[config.mk]
export PLATFORM = sky130hd
export DESIGN_NAME = sram_top
export DESIGN_NICKNAME = d
export VERILOG_FILES = /design/src/logic/sram_pkg.sv /design/src/logic/sram_top.sv
export VERILOG_INCLUDE_DIRS = /design/src /design/src/logic
export SDC_FILE = /design/constraint.sdc
export NUM_CORES = 1
export LEC_CHECK = 0
export ABC_AREA = 1
export BUFFER_PORTS_ARGS = -buffer_cell sky130_fd_sc_hd__buf_2
export CAP_MARGIN = 30
export CELL_PAD_IN_SITES_DETAIL_PLACEMENT = 1
export CELL_PAD_IN_SITES_GLOBAL_PLACEMENT = 2
export CORE_ASPECT_RATIO = 1.4
export CORE_MARGIN = 1.5
export CORE_UTILIZATION = 27
export CTS_BUF_LIST = sky130_fd_sc_hd__clkbuf_4
export CTS_CLUSTER_SIZE = 20
export DETAILED_ROUTE_END_ITERATION = 12
export PLACE_DENSITY = 0.64
export SYNTH_ARGS = -nofsm -noshare
export SYNTH_HDL_FRONTEND = slang
export SYNTH_SLANG_ARGS = --single-unit
[constraint.sdc]
create_clock -name clk_i -period 3.2 [get_ports clk_i]
set_input_delay 0.64 -clock clk_i [delete_from_list [all_inputs] [get_ports clk_i]]
set_output_delay 0.64 -clock clk_i [all_outputs]
set_load 0.03 [all_outputs]
[src/logic/sram_defs.svh]
// constants of the serial register access map: selects, fields, resets, frame sizes
// assumes inclusion by the top module only; the register map package does not include it
`ifndef SRAM_DEFS_SVH
`define SRAM_DEFS_SVH

// ----------------------------------------------------------------
// register selects
// ----------------------------------------------------------------
`define SRAM_SEL_PRIMARY   3'h1
`define SRAM_SEL_IFACE     3'h2
`define SRAM_SEL_FLAGS     3'h3
`define SRAM_SEL_LOWER     3'h4
`define SRAM_SEL_UPPER     3'h5

// ----------------------------------------------------------------
// command word layout
// ----------------------------------------------------------------
`define SRAM_CMD_DIR_BIT   15
`define SRAM_CMD_SEL_HI    14
`define SRAM_CMD_SEL_LO    12
`define SRAM_CMD_DATA_HI   11

// ----------------------------------------------------------------
// field positions
// ----------------------------------------------------------------
`define SRAM_P_PAIR        11
`define SRAM_P_SEQ         10
`define SRAM_P_STYLE       9
`define SRAM_P_RATIO_HI    8
`define SRAM_P_RATIO_LO    6
`define SRAM_P_WCHK        5
`define SRAM_P_RCHK        4
`define SRAM_P_FLAGEN      3
`define SRAM_P_PREC        2
`define SRAM_P_REF         1
`define SRAM_P_PWR         0
`define SRAM_I_LANES       8
`define SRAM_F_WFAIL       9
`define SRAM_F_SETUP       8
`define SRAM_F_B_OVER      5
`define SRAM_F_B_UNDER     4
`define SRAM_F_A_OVER      1
`define SRAM_F_A_UNDER     0

// ----------------------------------------------------------------
// reset values, frame sizes and checksum polynomial
// ----------------------------------------------------------------
`define SRAM_RST_PRIMARY   12'h000
`define SRAM_RST_IFACE     12'h000
`define SRAM_RST_FLAGS     12'h000
`define SRAM_RST_LOWER     12'h000
`define SRAM_RST_UPPER     12'hFFF
`define SRAM_FRAME_SHORT   5'h10
`define SRAM_FRAME_LONG    5'h18
`define SRAM_CRC_POLY      8'h07

`endif

[src/logic/sram_pkg.sv]
// types of the serial register access map
// assumes sram_defs.svh sits beside it
package sram_pkg;

    typedef enum logic [1:0] {
        SRAM_ST_IDLE   = 2'b00,
        SRAM_ST_SHIFT  = 2'b01,
        SRAM_ST_COMMIT = 2'b11
    } sram_state_t;

    // decoded primary configuration fields
    typedef struct packed {
        logic       input_pair_select;
        logic       pair_sequencer_enable;
        logic       averaging_style;
        logic [2:0] averaging_ratio;
        logic       write_check_en;
        logic       read_check_en;
        logic       flag_pin_en;
        logic       extra_precision;
        logic       reference_choice;
        logic       power_choice;
    } sram_cfg_t;

    // limit and setup events from the compare logic outside
    typedef struct packed {
        logic conv_a_over_flag;
        logic conv_a_under_flag;
        logic conv_b_over_flag;
        logic conv_b_under_flag;
        logic setup_flag;
    } sram_evt_t;

endpackage

[src/logic/sram_top.sv]
// serial register access map: command decoder and register bank
// assumes a serial host drives sclk/cs_n/sdi; those three pins are asynchronous to clk_i
//
// Functional notes
// sixteen clock frame, command MSB first
// bit 15 direction, bits 14:12 select
// write loads twelve payload bits to register
// valid read shifts register out next frame
// selects 0, 6, 7 read give conversion data
// writes to unlisted selects change nothing
// writes to read-only flags are discarded
// reads to write-only registers are discarded
// primary config at 1, zero reset, echo
// primary config upper field placement
// primary config low byte field placement
// pair select picks channel pair 0/1
// sequencer alternates pairs, else selected pair
// interface config at 2: lanes, reset field
// read-only event flags at 3, zero reset
// lower limit at 4, resets zero
// upper limit at 5, resets all ones
// host follows read with another frame
// write checking extends frame to 24 bits
// check bit change, checked writes need CRC
// checksum polynomial x^8+x^2+x+1
// commit only on complete frame at deselect
`timescale 1ns/1ps

`include "sram_defs.svh"

module sram_top
    import sram_pkg::*;
(
    // clock and reset
    input  wire logic        clk_i,
    input  wire logic        rst_n_i,
    // serial pins
    input  wire logic        sclk_i,
    input  wire logic        cs_n_i,
    input  wire logic        sdi_i,
    output logic             primary_out_pin_o,
    output logic             primary_out_en_o,
    // converter side
    input  wire logic [15:0] conv_data_i,
    input  wire logic        conv_done_i,
    input  wire sram_evt_t   evt_i,
    output sram_cfg_t        cfg_o,
    output logic             active_pair_o,
    output logic             output_lane_count_o,
    output logic [7:0]       soft_reset_field_o,
    output logic [11:0]      lower_limit_o,
    output logic [11:0]      upper_limit_o
);

    // ----------------------------------------------------------------
    // checksum
    // ----------------------------------------------------------------
    function automatic logic [7:0] crc8(input logic [15:0] data);
        logic [7:0] c;
        c = 8'h00;
        for (int i = 15; i >= 0; i--) begin
            if (c[7] ^ data[i]) begin
                c = {c[6:0], 1'b0} ^ `SRAM_CRC_POLY;
            end else begin
                c = {c[6:0], 1'b0};
            end
        end
        return c;
    endfunction

    // ----------------------------------------------------------------
    // pin synchronisers and edges
    // ----------------------------------------------------------------
    logic [2:0]  sclk_sync;
    logic [2:0]  cs_sync;
    logic [1:0]  sdi_sync;
    logic        sclk_rise;
    logic        sclk_fall;
    logic        cs_fall;
    logic        cs_rise;
    logic        cs_low;

    always_ff @(posedge clk_i or negedge rst_n_i) begin
        if (!rst_n_i) begin
            sclk_sync <= 3'h0;
            cs_sync   <= 3'h7;
            sdi_sync  <= 2'h0;
        end else begin
            sclk_sync <= {sclk_sync[1:0], sclk_i};
            cs_sync   <= {cs_sync[1:0], cs_n_i};
            sdi_sync  <= {sdi_sync[0], sdi_i};
        end
    end

    // only stages 1 and 2 are looked at; stage 0 feeds stage 1 alone
    assign sclk_rise = sclk_sync[1] & ~sclk_sync[2];
    assign sclk_fall = ~sclk_sync[1] & sclk_sync[2];
    assign cs_fall   = ~cs_sync[1] & cs_sync[2];
    assign cs_rise   = cs_sync[1] & ~cs_sync[2];
    assign cs_low    = ~cs_sync[2];

    // ----------------------------------------------------------------
    // registers
    // ----------------------------------------------------------------
    logic [11:0] primary_config;
    logic [11:0] interface_config;
    logic [11:0] event_flags;
    logic [11:0] lower_limit_reg;
    logic [11:0] upper_limit_reg;

    // ----------------------------------------------------------------
    // frame receive
    // ----------------------------------------------------------------
    sram_state_t state;
    logic [23:0] rx_sr;
    logic [4:0]  bit_cnt;

    always_ff @(posedge clk_i or negedge rst_n_i) begin
        if (!rst_n_i) begin
            state <= SRAM_ST_IDLE;
        end else begin
            unique case (state)
                SRAM_ST_IDLE: begin
                    if (cs_fall) begin
                        state <= SRAM_ST_SHIFT;
                    end
                end
                SRAM_ST_SHIFT: begin
                    if (cs_rise) begin
                        state <= SRAM_ST_COMMIT;
                    end
                end
                SRAM_ST_COMMIT: begin
                    state <= SRAM_ST_IDLE;
                end
                default: begin
                    state <= SRAM_ST_IDLE;
                end
            endcase
        end
    end

    always_ff @(posedge clk_i or negedge rst_n_i) begin
        if (!rst_n_i) begin
            rx_sr   <= 24'h000000;
            bit_cnt <= 5'h00;
        end else if (cs_fall) begin
            rx_sr   <= 24'h000000;
            bit_cnt <= 5'h00;
        end else if (state == SRAM_ST_SHIFT && cs_low && sclk_rise) begin
            rx_sr <= {rx_sr[22:0], sdi_sync[1]};
            if (bit_cnt != 5'h1F) begin
                bit_cnt <= bit_cnt + 5'h01;
            end
        end
    end

    // ----------------------------------------------------------------
    // command decode
    // ----------------------------------------------------------------
    logic        long_frame;
    logic        short_frame;
    logic [15:0] cmd;
    logic        cmd_write;
    logic [2:0]  cmd_sel;
    logic [11:0] cmd_data;
    logic        crc_ok;
    logic        sel_valid;
    logic        write_ok;
    logic        commit;

    assign long_frame  = (bit_cnt == `SRAM_FRAME_LONG);
    assign short_frame = (bit_cnt == `SRAM_FRAME_SHORT);
    // in a long frame the checksum trails the command word
    assign cmd         = long_frame ? rx_sr[23:8] : rx_sr[15:0];
    assign cmd_write   = cmd[`SRAM_CMD_DIR_BIT];
    assign cmd_sel     = cmd[`SRAM_CMD_SEL_HI:`SRAM_CMD_SEL_LO];
    assign cmd_data    = cmd[`SRAM_CMD_DATA_HI:0];
    assign crc_ok      = long_frame && (crc8(cmd) == rx_sr[7:0]);
    assign sel_valid   = (cmd_sel >= `SRAM_SEL_PRIMARY) && (cmd_sel <= `SRAM_SEL_UPPER);
    assign commit      = (state == SRAM_ST_COMMIT) && (short_frame || long_frame);

    always_comb begin
        if (primary_config[`SRAM_P_WCHK]) begin
            write_ok = crc_ok;
        end else if (cmd_sel == `SRAM_SEL_PRIMARY && cmd_data[`SRAM_P_WCHK]) begin
            write_ok = crc_ok;
        end else begin
            write_ok = short_frame;
        end
    end

    // ----------------------------------------------------------------
    // register writes
    // ----------------------------------------------------------------
    logic do_write;
    assign do_write = commit && cmd_write && write_ok;

    always_ff @(posedge clk_i or negedge rst_n_i) begin
        if (!rst_n_i) begin
            primary_config   <= `SRAM_RST_PRIMARY;
            interface_config <= `SRAM_RST_IFACE;
            lower_limit_reg  <= `SRAM_RST_LOWER;
            upper_limit_reg  <= `SRAM_RST_UPPER;
        end else if (do_write) begin
            unique case (cmd_sel)
                `SRAM_SEL_PRIMARY: primary_config   <= cmd_data;
                `SRAM_SEL_IFACE:   interface_config <= cmd_data;
                `SRAM_SEL_LOWER:   lower_limit_reg  <= cmd_data;
                `SRAM_SEL_UPPER:   upper_limit_reg  <= cmd_data;
                // flags are read-only; other selects are no-ops
                default: ;
            endcase
        end
    end

    // ----------------------------------------------------------------
    // pending read
    // ----------------------------------------------------------------
    logic       pend_valid;
    logic [2:0] pend_sel;
    logic       load_tx;

    assign load_tx = cs_fall;

    always_ff @(posedge clk_i or negedge rst_n_i) begin
        if (!rst_n_i) begin
            pend_valid <= 1'b0;
            pend_sel   <= 3'h0;
        end else if (commit && !cmd_write) begin
            // every register is readable, so no read is dropped as write-only
            pend_valid <= sel_valid;
            pend_sel   <= cmd_sel;
        end else if (load_tx) begin
            pend_valid <= 1'b0;
        end
    end

    // ----------------------------------------------------------------
    // event flags
    // ----------------------------------------------------------------
    logic flags_read;
    logic wfail_evt;
    logic [11:0] flag_set;

    assign flags_read = load_tx && pend_valid && pend_sel == `SRAM_SEL_FLAGS;
    assign wfail_evt  = commit && cmd_write && primary_config[`SRAM_P_WCHK] && !crc_ok;

    always_comb begin
        flag_set = 12'h000;
        flag_set[`SRAM_F_WFAIL]   = wfail_evt;
        flag_set[`SRAM_F_SETUP]   = evt_i.setup_flag;
        flag_set[`SRAM_F_B_OVER]  = evt_i.conv_b_over_flag;
        flag_set[`SRAM_F_B_UNDER] = evt_i.conv_b_under_flag;
        flag_set[`SRAM_F_A_OVER]  = evt_i.conv_a_over_flag;
        flag_set[`SRAM_F_A_UNDER] = evt_i.conv_a_under_flag;
    end

    // clear on readout; a set in the same cycle survives
    always_ff @(posedge clk_i or negedge rst_n_i) begin
        if (!rst_n_i) begin
            event_flags <= `SRAM_RST_FLAGS;
        end else if (flags_read) begin
            event_flags <= flag_set;
        end else begin
            event_flags <= event_flags | flag_set;
        end
    end

    // ----------------------------------------------------------------
    // transmit
    // ----------------------------------------------------------------
    logic [11:0] rd_data;
    logic [15:0] tx_word;
    logic [23:0] tx_sr;

    always_comb begin
        unique case (pend_sel)
            `SRAM_SEL_PRIMARY: rd_data = primary_config;
            `SRAM_SEL_IFACE:   rd_data = interface_config;
            `SRAM_SEL_FLAGS:   rd_data = event_flags;
            `SRAM_SEL_LOWER:   rd_data = lower_limit_reg;
            `SRAM_SEL_UPPER:   rd_data = upper_limit_reg;
            default:           rd_data = 12'h000;
        endcase
    end

    // register readback carries its own select as address echo
    assign tx_word = pend_valid ? {1'b0, pend_sel, rd_data} : conv_data_i;

    always_ff @(posedge clk_i or negedge rst_n_i) begin
        if (!rst_n_i) begin
            tx_sr <= 24'h000000;
        end else if (load_tx) begin
            if (primary_config[`SRAM_P_RCHK]) begin
                tx_sr <= {tx_word, crc8(tx_word)};
            end else begin
                tx_sr <= {tx_word, 8'h00};
            end
        end else if (cs_low && sclk_fall) begin
            tx_sr <= {tx_sr[22:0], 1'b0};
        end
    end

    always_ff @(posedge clk_i or negedge rst_n_i) begin
        if (!rst_n_i) begin
            primary_out_en_o <= 1'b0;
        end else begin
            primary_out_en_o <= cs_low;
        end
    end

    assign primary_out_pin_o = tx_sr[23];

    // ----------------------------------------------------------------
    // configuration outputs
    // ----------------------------------------------------------------
    logic pair_toggle;

    always_ff @(posedge clk_i or negedge rst_n_i) begin
        if (!rst_n_i) begin
            pair_toggle <= 1'b0;
        end else if (!primary_config[`SRAM_P_SEQ]) begin
            pair_toggle <= 1'b0;
        end else if (conv_done_i) begin
            pair_toggle <= ~pair_toggle;
        end
    end

    always_ff @(posedge clk_i or negedge rst_n_i) begin
        if (!rst_n_i) begin
            active_pair_o <= 1'b0;
        end else if (primary_config[`SRAM_P_SEQ]) begin
            active_pair_o <= pair_toggle;
        end else begin
            active_pair_o <= primary_config[`SRAM_P_PAIR];
        end
    end

    always_comb begin
        cfg_o.input_pair_select     = primary_config[`SRAM_P_PAIR];
        cfg_o.pair_sequencer_enable = primary_config[`SRAM_P_SEQ];
        cfg_o.averaging_style       = primary_config[`SRAM_P_STYLE];
        cfg_o.averaging_ratio       = primary_config[`SRAM_P_RATIO_HI:`SRAM_P_RATIO_LO];
        cfg_o.write_check_en        = primary_config[`SRAM_P_WCHK];
        cfg_o.read_check_en         = primary_config[`SRAM_P_RCHK];
        cfg_o.flag_pin_en           = primary_config[`SRAM_P_FLAGEN];
        cfg_o.extra_precision       = primary_config[`SRAM_P_PREC];
        cfg_o.reference_choice      = primary_config[`SRAM_P_REF];
        cfg_o.power_choice          = primary_config[`SRAM_P_PWR];
    end

    assign output_lane_count_o = interface_config[`SRAM_I_LANES];
    assign soft_reset_field_o  = interface_config[7:0];
    assign lower_limit_o       = lower_limit_reg;
    assign upper_limit_o       = upper_limit_reg;

endmodule // sram_top

# Word level (Yosys, flattened, before mapping)
# Index checks and enable logic that the tools add are counted.
[word_totals] register_bits=130 latchBits=0 ramBits=0 rom_bits=0 input_bits=27 output_inout_bits=48 wordCells=220 mem_count=0
[classes] addsub=1 n_mul=0 div=0 magnitude_cmp=2 eq_ne=18 shifts=0 n_mux=84 bitwise_logic=70 reduce_logical=28
[op_table] op="two-way mux 8 bit" count=31
[op_table] op="two-way mux 24 bit" count=4
[op_table] op="two-way mux 3 bit" count=32
[op_table] op="NOT 3 bit" count=30
[op_table] op="case mux 12 bit (5 select lines)" count=1
[op_table] op="two-way mux 16 bit" count=2
[op_table] op="bitwise XOR 1 bit" count=25
[op_table] op="two-way mux 5 bit" count=3
[op_table] op="logical AND 1 bit" count=14
[op_table] op="equality test 3 bit, second input constant" count=4
[op_table] op="two-way mux 12 bit" count=1
[op_table] op="bitwise OR 12 x 10 -> 12 bit" count=1
[op_table] op="AND reduction 2 bit" count=6
[op_table] op="equality test 5 bit, second input constant" count=2
[op_table] op="equality test 3 x 2 -> 1 bit, second input constant" count=3
[op_table] op="equality test 8 bit" count=1
[op_table] op="nonzero test 2 bit" count=4
[op_table] op="two-way mux 1 bit" count=7
[op_table] op="equality test 3 x 1 -> 1 bit, second input constant" count=2
[op_table] op="inequality test 2 bit, second input constant" count=3
[op_table] op="adder 5 x 1 -> 5 bit, second input constant" count=1
[op_table] op="inequality test 5 bit, second input constant" count=1
[op_table] op="NOT 1 bit" count=5
[op_table] op="bitwise XOR 1 bit, first input constant" count=5
[op_table] op="other kinds (10)" count=15

# Logic depth before layout (Yosys ltp)
# Gate-level depths: netlist (run 1).
[depth] depth_word=66 mapped_depth=32 depth_no_buf=29

# Worst setup path after synthesis (run 1)
# No wires, ideal clock.
[synth_path] kind="reg2reg" startpoint="register bit_cnt[0]" endpoint="register interface_config[8]" setup_ns=0.118 arrival_time_ns=3.270 t_required_ns=3.082 slack_ns=-0.188 path_stages_with_launch=32 n_path_buf=3 synth_period_minus_slack_ns=3.388 cell_sequence="dfrtp_1 inv_1 ha_1 nand2_1 inv_2 nand2_4 nand2_1 nand2_2 clkbuf_1 ha_1 inv_1 nand2_1 nand3_1 nand2_1 nand2_1 nand3b_1 nand2_1 inv_1 nand2_1 nand2_1 nand2_1 nand2_1 nor2_1 nand2_1 nand2_2 nand2_2 nor2_4 buf_6 nand2_2 buf_6 nand2_1 nand2_1"
[synth_via] elab_chain_len=20
[synth_rtl] element="from (decl)" line="sram_top.sv:116" rtl="logic [4:0] bit_cnt;"
[synth_rtl] element="from (signal assigned)" line="sram_top.sv:153" rtl="bit_cnt <= bit_cnt + 5'h01;"
[synth_rtl] element="equality test 5 bit (no line) (*)"
[synth_rtl] element="two-way mux 16 bit (*)" line="sram_top.sv:175" rtl="assign cmd = long_frame ? rx_sr[23:8] : rx_sr[15:0];"
[synth_rtl] element="named net cmd[14]" line="sram_top.sv:163" rtl="logic [15:0] cmd;"
[synth_rtl] element="bitwise XOR 1 bit" line="sram_top.sv:62" rtl="if (c[7] ^ data[i]) begin"
[synth_rtl] element="two-way mux 3 bit" line="sram_top.sv:62"
[synth_rtl] element="NOT 3 bit (no line)"
[synth_rtl] element="two-way mux 3 bit" line="sram_top.sv:62"
[synth_rtl] element="NOT 3 bit (no line)"
[synth_rtl] element="(+5 left out)"
[synth_rtl] element="NOT 3 bit (no line)"
[synth_rtl] element="two-way mux 3 bit" line="sram_top.sv:62"
[synth_rtl] element="equality test 8 bit" line="sram_top.sv:179" rtl="assign crc_ok = long_frame && (crc8(cmd) == rx_sr[7:0]);"
[synth_rtl] element="logical AND 1 bit" line="sram_top.sv:179"
[synth_rtl] element="two-way mux 1 bit" line="sram_top.sv:186" rtl="end else if (cmd_sel == `SRAM_SEL_PRIMARY && cmd_data[`SRAM_P_WCHK]) begin"
[synth_rtl] element="two-way mux 1 bit" line="sram_top.sv:184" rtl="if (primary_config[`SRAM_P_WCHK]) begin"
[synth_rtl] element="logical AND 1 bit" line="sram_top.sv:197" rtl="assign do_write = commit && cmd_write && write_ok;"
[synth_rtl] element="AND reduction 2 bit (no line) (*)"
[synth_rtl] element="to (signal assigned)" line="sram_top.sv:202" rtl="interface_config <= `SRAM_RST_IFACE;"
[synth_rtl] element="to (signal assigned)" line="sram_top.sv:208" rtl="`SRAM_SEL_IFACE: interface_config <= cmd_data;"
[synth_rtl] element="to (decl)" line="sram_top.sv:106" rtl="logic [11:0] interface_config;"
# The timed path passes the listed nets; every way through them passes the cells marked *.
# A chain may end at the register's enable or synchronous reset.

# Final worst setup path (run 1)
[layout_path] startpoint="register bit_cnt[0]" endpoint="register interface_config[3]"
[layout_via] elab_chain_len=20
[layout_rtl] element="equality test 5 bit (no line)"
[layout_rtl] element="two-way mux 16 bit" line="sram_top.sv:175"
[layout_rtl] element="bitwise XOR 1 bit" line="sram_top.sv:62"
[layout_rtl] element="two-way mux 3 bit" line="sram_top.sv:62"
[layout_rtl] element="NOT 3 bit (no line)"
[layout_rtl] element="two-way mux 3 bit" line="sram_top.sv:62"
[layout_rtl] element="NOT 3 bit (no line)"
[layout_rtl] element="two-way mux 3 bit" line="sram_top.sv:62"
[layout_rtl] element="(+4 left out)"
[layout_rtl] element="NOT 3 bit (no line)"
[layout_rtl] element="two-way mux 3 bit" line="sram_top.sv:62"
[layout_rtl] element="equality test 8 bit" line="sram_top.sv:179"
[layout_rtl] element="logical AND 1 bit" line="sram_top.sv:179"
[layout_rtl] element="two-way mux 1 bit" line="sram_top.sv:186"
[layout_rtl] element="two-way mux 1 bit" line="sram_top.sv:184"
[layout_rtl] element="logical AND 1 bit" line="sram_top.sv:197"
[layout_rtl] element="AND reduction 2 bit (no line)"
# Parallel ways exist; a longest one is shown, timed or not.

==> impl_metrics.ini, run 1 <==
[clock_network]
clkTransAtPathRegs_ns = 0.11
htreeDepth = 4
cts.sinks = 124
clock_latency_ns = 0.57
cts_tree = yes
cts_made_buffers = 17
cts-root-buf = clkbuf_4
cts_max_path_buffers = 2

[yosys]
synth_xor_area_share_pct = 3.05
synth_top_family_by_area = simple AND/OR/NAND/NOR gates
synthFlopType = dfrtp_1
yosysWarnings = 0
ys_types = 42
synth-simple-area-share_pct = 32.3
synth_top_area_cell = dfrtp_1
synth_edf_count = 0
syn-num-nets = 1009
syn-instance-count = 978
synth_fa_ha_area_share_pct = 0.698
netlist_top_cells_area = dfrtp_1, nand2_1, nand3_1
synth_compound_area_share_pct = 11.2
synthMuxAreaShare_pct = 0
ys_ff_latch = 124
synth_top_area_share_pct = 38.1
syn-cell-area_um2 = 7170
seq_area_frac_synth_pct = 43.6
synthArstFlopShare_pct = 100
synth_area_per_cell_um2 = 7.33

[critical_path]
max_stage_delay_ns = 0.40
cp.arrival_ns = 3.76
cp_common_cell = nand2_2
path_class = reg2reg
slowest_stage = dfrtp_1
worstPathMaxFanout = 7
required_ns = 3.66
critPathLaunchType = flop
setup.worst_path.end_class = flop

[hold_path]
hold_class = in2reg

[sta]
final_hold_viol_count = 0
setup_violations = 45
whs_ns = 0.175
final.setup.worst_slack_ns = -0.0930
fin_skew_ns = 0.0235
worstMarginPinSlew_ns = 1.02
finalMaxSlewViolations = 0
max_freq_mhz = 304
rsz0062_at_grt = yes
post-route-period-util_pct = 103
min_period_ns = 3.29
tns_ns = -2.66
maxSlewHeadroom_pct = 31.7

[drt]
drt-total-wl_um = 28200
vias = 7268
drc = 0
drt_iter0_drc = 263
postRouteAntennaNets = 0
via_per_inst = 4.82
wl_per_cell_um = 18.7
drtPass1Iterations = 4

[floorplanning]
fp.dieW_um = 141
die-area_um2 = 27500
ios = 75
start_util_pct = 27.5
core_um2 = 26100
die-height_um = 196
std_cell_rows = 70

[power_and_ir_drop]
peakVddDrop_uv = 192
p_total_mw = 3.32
cellPowerDensity_nw_per_um2 = 318
p_leak_nw = 5.11

[flow_run]
drv_cap = 0

[cells_and_area]
syn_to_final_growth_pct = 45.6
fin_util_pct = 40.0
finish.instance_area_um2 = 10400
nets = 1200
drive_above_1_share_pct = 41.9
fillers = 3161

[placed_design]
dp_hpwl_um = 20300
place_congestion = 0.849
io_buffers = 74
placed_area_um2 = 8520

[run_status]
violations = setup timing
outcome = finished with violations

[global_routing]
grt_pass1_vias = 7838
globalRoute.totalOverflow = 0
antenna_found_initial = 1
grt_pass1_wl_um = 44100
grt_start_max_net_pins = 53
gr-usage-all-layers_pct = 21.1
## worst max-delay path: cells and delay by family (launching register included)
| family | cells | cell delay [ns] |
|---|---|---|
| flops | 1 | 0.40 |
| simple gates | 19 | 1.65 |
| fa+ha+maj | 1 | 0.15 |
| buf+inv | 9 | 1.00 |
## cells in the final DEF (no fill, tap or decap), types with 31 or more instances in the layout
cell,Yosys,final
nand2_1,357,211
buf_4,10,113
dfrtp_1,109,109
nand2_2,21,96
inv_1,98,91
buf_2,12,73
nand2_4,1,69
nand3_1,93,59
o21ai_0,60,57
nor2_1,35,32
o22ai_1,31,31
## repair_timing
item,4_1_cts,5_1_grt
cloned,5,3
pin swaps,48,91
endpoints found under the hold margin,38,0
buffers inserted,28,13
endpoints found under the setup margin,48,53
resized for setup,152,159
hold buffers,1,0
## cells in the mapped netlist (3+ instances only)
cell      instances
inv_2             4
buf_6             6
buf_2            12
nor2_1           35
dfstp_2          15
o311ai_0          3
o21bai_1          5
nand2_1         357
nand4_1          22
o22ai_1          31
nand3_1          93
o21ai_0          60
o21ai_1           3
ha_1              4
inv_1            98
a21oi_1          12
o221ai_1          5
nor3_1            5
xnor2_1           8
dfrtp_1         109
clkbuf_1         18
nand2_2          21
xor2_1           17
a22oi_1           3
buf_4            10
## flip-flops by register name (all words and copies together) (netlist names), 2 cells and up
register          count
sdi_sync              2
pend_sel              3
tx_sr                24
bit_cnt               5
interface_config     12
lower_limit_o        12
sclk_sync             3
state                 2
cfg_o                12
cs_sync               3
event_flags           6
upper_limit_o        12
rx_sr                24
## per-layer routing
layer / vias up / track usage, % / routed length, um
met2: 99 / 38.7 / 15200
li1: 3551 / - / -
met3: 27 / 3.05 / 589
met5: - / 0 / 0
met1: 3591 / 24.5 / 11800
met4: 0 / 7.99 / 594
## report_power, final
part | internal, mW | total [mW] | switching (mW)
combinational | 0.187 | 0.465 | 0.278
sequential | 1.63 | 1.66 | 0.0269
clock | 0.572 | 1.20 | 0.630
## metrics by stage
step | instances | setup WS, ns
6_report | 1507 | -0.0930
5_1_grt | 1507 | -0.327
4_1_cts | 1494 | -0.0537
3_5_place_dp | 1428 | -0.278
3_3_place_gp | 1428 | -0.201
2_1_floorplan | 978 | 0.0141
## area by class of cell
type | instances | area (um^2) | area share (%)
diodes | 1 | 2.50 | 0.0240
clock buffers | 22 | 165 | 1.58
clock inverters | 10 | 123 | 1.17
inverters | 103 | 398 | 3.81
multi-input cells | 706 | 4490 | 43.0
flip-flops and latches | 124 | 3120 | 29.9
well taps | 324 | 405 | 3.88
repair buffers | 217 | 1730 | 16.6
## cell families (layout without fill, tap and decap cells)
family                   Yosys count  after routing
AO/OA/AOI/OAI                    133            133
buffers and inverters            149            352
AND/OR/NAND/NOR                  543            544
XOR/XNOR                          25             25
flip-flops                       124            124
adder cells (fa/ha/maj)            4              4
other                              0              1
## path summary, 6_finish.rpt
kind	startpoint	end	slack, ns	cells past startpoint
max	bit_cnt[0]$_DFFE_PN0P_	interface_config[3]$_DFFE_PN0P_	-0.09	29
min	cs_n_i	cs_sync[0]$_DFF_PN1_	0.18	1
max reg2reg	bit_cnt[0]$_DFFE_PN0P_	interface_config[3]$_DFFE_PN0P_	-0.09	29
min reg2reg	sdi_sync[0]$_DFF_PN0_	sdi_sync[1]$_DFF_PN0_	0.36	0
max in group asynchronous	rst_n_i	rx_sr[23]$_DFFE_PN0P_	1.88	3
min in group asynchronous	rst_n_i	tx_sr[2]$_DFFE_PN0P_	0.57	2
Power figures use the tool's default switching activity.
==> run 2: changes to the inputs <==
==> constraint.sdc (replaced) <==
create_clock -name clk_i -period 3.2 [get_ports clk_i]
set_input_delay 0.64 -clock clk_i [delete_from_list [all_inputs] [get_ports clk_i]]
set_output_delay 0.64 -clock clk_i [all_outputs]
set_load 0.1 [all_outputs]
==> impl_metrics.ini, run 2 (synthesis results as in run 1) <==
[run_status]
outcome = finished with violations
violations = setup timing

[sta]
finalMaxSlewViolations = 0
fin_skew_ns = 0.0235
post-route-period-util_pct = 102
final_hold_viol_count = 0
worstMarginPinSlew_ns = 1.02
setup_violations = 37
min_period_ns = 3.27
rsz0062_at_grt = yes
whs_ns = 0.0459
maxSlewHeadroom_pct = 31.6
max_freq_mhz = 306
final.setup.worst_slack_ns = -0.0671

[drt]
wl_per_cell_um = 18.0
via_per_inst = 4.78
drt_iter0_drc = 202
drtPass1Iterations = 4
drc = 0
wl_met2_um = 14100
dr_wl_met3_um = 643
vias = 7101
postRouteAntennaNets = 0
drt-met1-wl_um = 11100
drt-total-wl_um = 26700
dr.max_layer_used = met4

[critical_path]
required_ns = 3.73
path_class = reg2reg
cp_num_cells = 23
r2r_setup_slack_ns = -0.07
crit_end = upper_limit_o[6]$_DFFE_PN1P_
critPathLaunchType = flop
worstPathMaxFanout = 8
max_stage_delay_ns = 0.40
timing.rr.start = bit_cnt[1]$_DFFE_PN0P_
slowest_stage = dfrtp_1
r2r_cells = 23
cp_common_cell = nand2_4
critPathLaunch = bit_cnt[1]$_DFFE_PN0P_
cp_num_buf_inv = 7
r2r_end = upper_limit_o[6]$_DFFE_PN1P_
path_cells = inv_2 > ha_4 > nand2_4 > inv_8 > nand2_8 > buf_12 > buf_4 > o21ai_4 > buf_6 > xor2_4 > nand3b_1 > nand2_4 > xor2_1 > nand3_1 > nor2_2 > nand2_2 > nand2_4 > nand2_4 > nor2_4 > buf_12 > buf_12 > nand4_1 > nand2_1
cp.arrival_ns = 3.80
setup.worst_path.end_class = flop
crit_family = simple AND/OR/NAND/NOR gates

[power_and_ir_drop]
cellPowerDensity_nw_per_um2 = 335
p_leak_nw = 4.85
peakVddDrop_uv = 177

[placed_design]
place_congestion = 0.808
placedCellCount = 1426
dp_hpwl_um = 20200
io_buffers = 74

[clock_network]
cts-root-buf = clkbuf_4
cts_tree = yes
ctsHoldBuffers = 0
cts_max_path_buffers = 2
cts.sinks = 124
htreeDepth = 4
clkTransAtPathRegs_ns = 0.12
clock_latency_ns = 0.58
cts_made_buffers = 17

[cells_and_area]
largestRegisters = rx_sr x24, tx_sr x24
mostFrequentLayoutCell = nand2_1
final_cell_mix = nand2_1, dfrtp_1, buf_4
nets = 1181
drive_above_1_share_pct = 33.5
multi_input_area_um2 = 3930
ff_latch_area_um2 = 3120
syn_to_final_growth_pct = 34.0
final-instance-count-excl-fill = 1487
fillers = 3216

[global_routing]
grt_pass1_wl_um = 41800
grt_pass1_vias = 7474
globalRoute.totalOverflow = 0
grt_start_max_net_pins = 68
antenna_found_initial = 1
gr-usage-all-layers_pct = 19.8

[flow_run]
drv_cap = 0

[floorplanning]
die-height_um = 196
start_util_pct = 27.5
die-area_um2 = 27500
ios = 75
core_um2 = 26100
fp.dieW_um = 141
std_cell_rows = 70

[hold_path]
hold_class = in2async
-- run 2: changes by cell type in the layout (fill, tap and decap cells not counted), moves of 4 or more --
cell | before | now
buf_4 | 113 | 104
buf_6 | 13 | 9
clkbuf_4 | 22 | 17
nand2_1 | 211 | 282
nand2_2 | 96 | 75
nand2_4 | 69 | 20
nand3_1 | 59 | 72
nand3_4 | 10 | 0
-- run 2: cell type report --
cell class,count,area share [%]
Multi-Input combinational cell,706,40.9
Antenna cell,1,0.0261
Inverter,103,4.13
Sequential cell,124,32.5
Timing Repair Buffer,198,15.5
Clock buffer,17,1.33
Tap cell,324,4.22
Clock inverter,14,1.35
-- run 2: power by group --
| group | switching, mW | internal (mW) |
|---|---|---|
| Sequential | 0.0267 | 1.63 |
| Combinational | 0.289 | 0.186 |
| Clock | 0.644 | 0.444 |
| Total | 0.960 | 2.26 |
-- run 2: timing repair --
item,in CTS,in global routing
pin swaps,11,53
endpoints found under the setup margin,48,53
gates resized for setup,27,129
cloned,0,4
setup buffers,6,19
-- run 2: per-stage QoR --
stage	TNS (ns)	total power [mW]	instance area, um^2	worst slack (ns)	utilization (%)
detailed placement	-11.17	2.15	8530	-0.292	32.7
global route	-12.70	3.39	9610	-0.316	36.8
floorplan	0	1.95	7220	0.00188	-
CTS	-4.29	3.27	8930	-0.122	34.2
finish	-1.33	3.22	9610	-0.0671	36.8
global placement	-8.29	2.14	8530	-0.221	32.7
-- run 2: how the worst min path moves through the flow --
stage / start / to / slack, ns / cells after the start
3_3_place_gp: sdi_sync[0]$_DFF_PN0_ / sdi_sync[1]$_DFF_PN0_ / 0.34 / 0
4_1_cts: rst_n_i / rx_sr[4]$_DFFE_PN0P_ / 0.04 / 1
3_5_place_dp: sdi_sync[0]$_DFF_PN0_ / sdi_sync[1]$_DFF_PN0_ / 0.34 / 0
5_1_grt: rst_n_i / tx_sr[1]$_DFFE_PN0P_ / 0.05 / 1
6_report: rst_n_i / tx_sr[2]$_DFFE_PN0P_ / 0.05 / 1
2_1_floorplan: sclk_sync[0]$_DFF_PN0_ / sclk_sync[1]$_DFF_PN0_ / 0.33 / 0
-- run 2: routing by layer --
metal / global-route usage [%] / vias to the layer above
met1: 23.2 / 3460
met4: 8.26 / 0
met3: 3.03 / 42
met5: 0 / -
li1: - / 3503
met2: 35.9 / 96
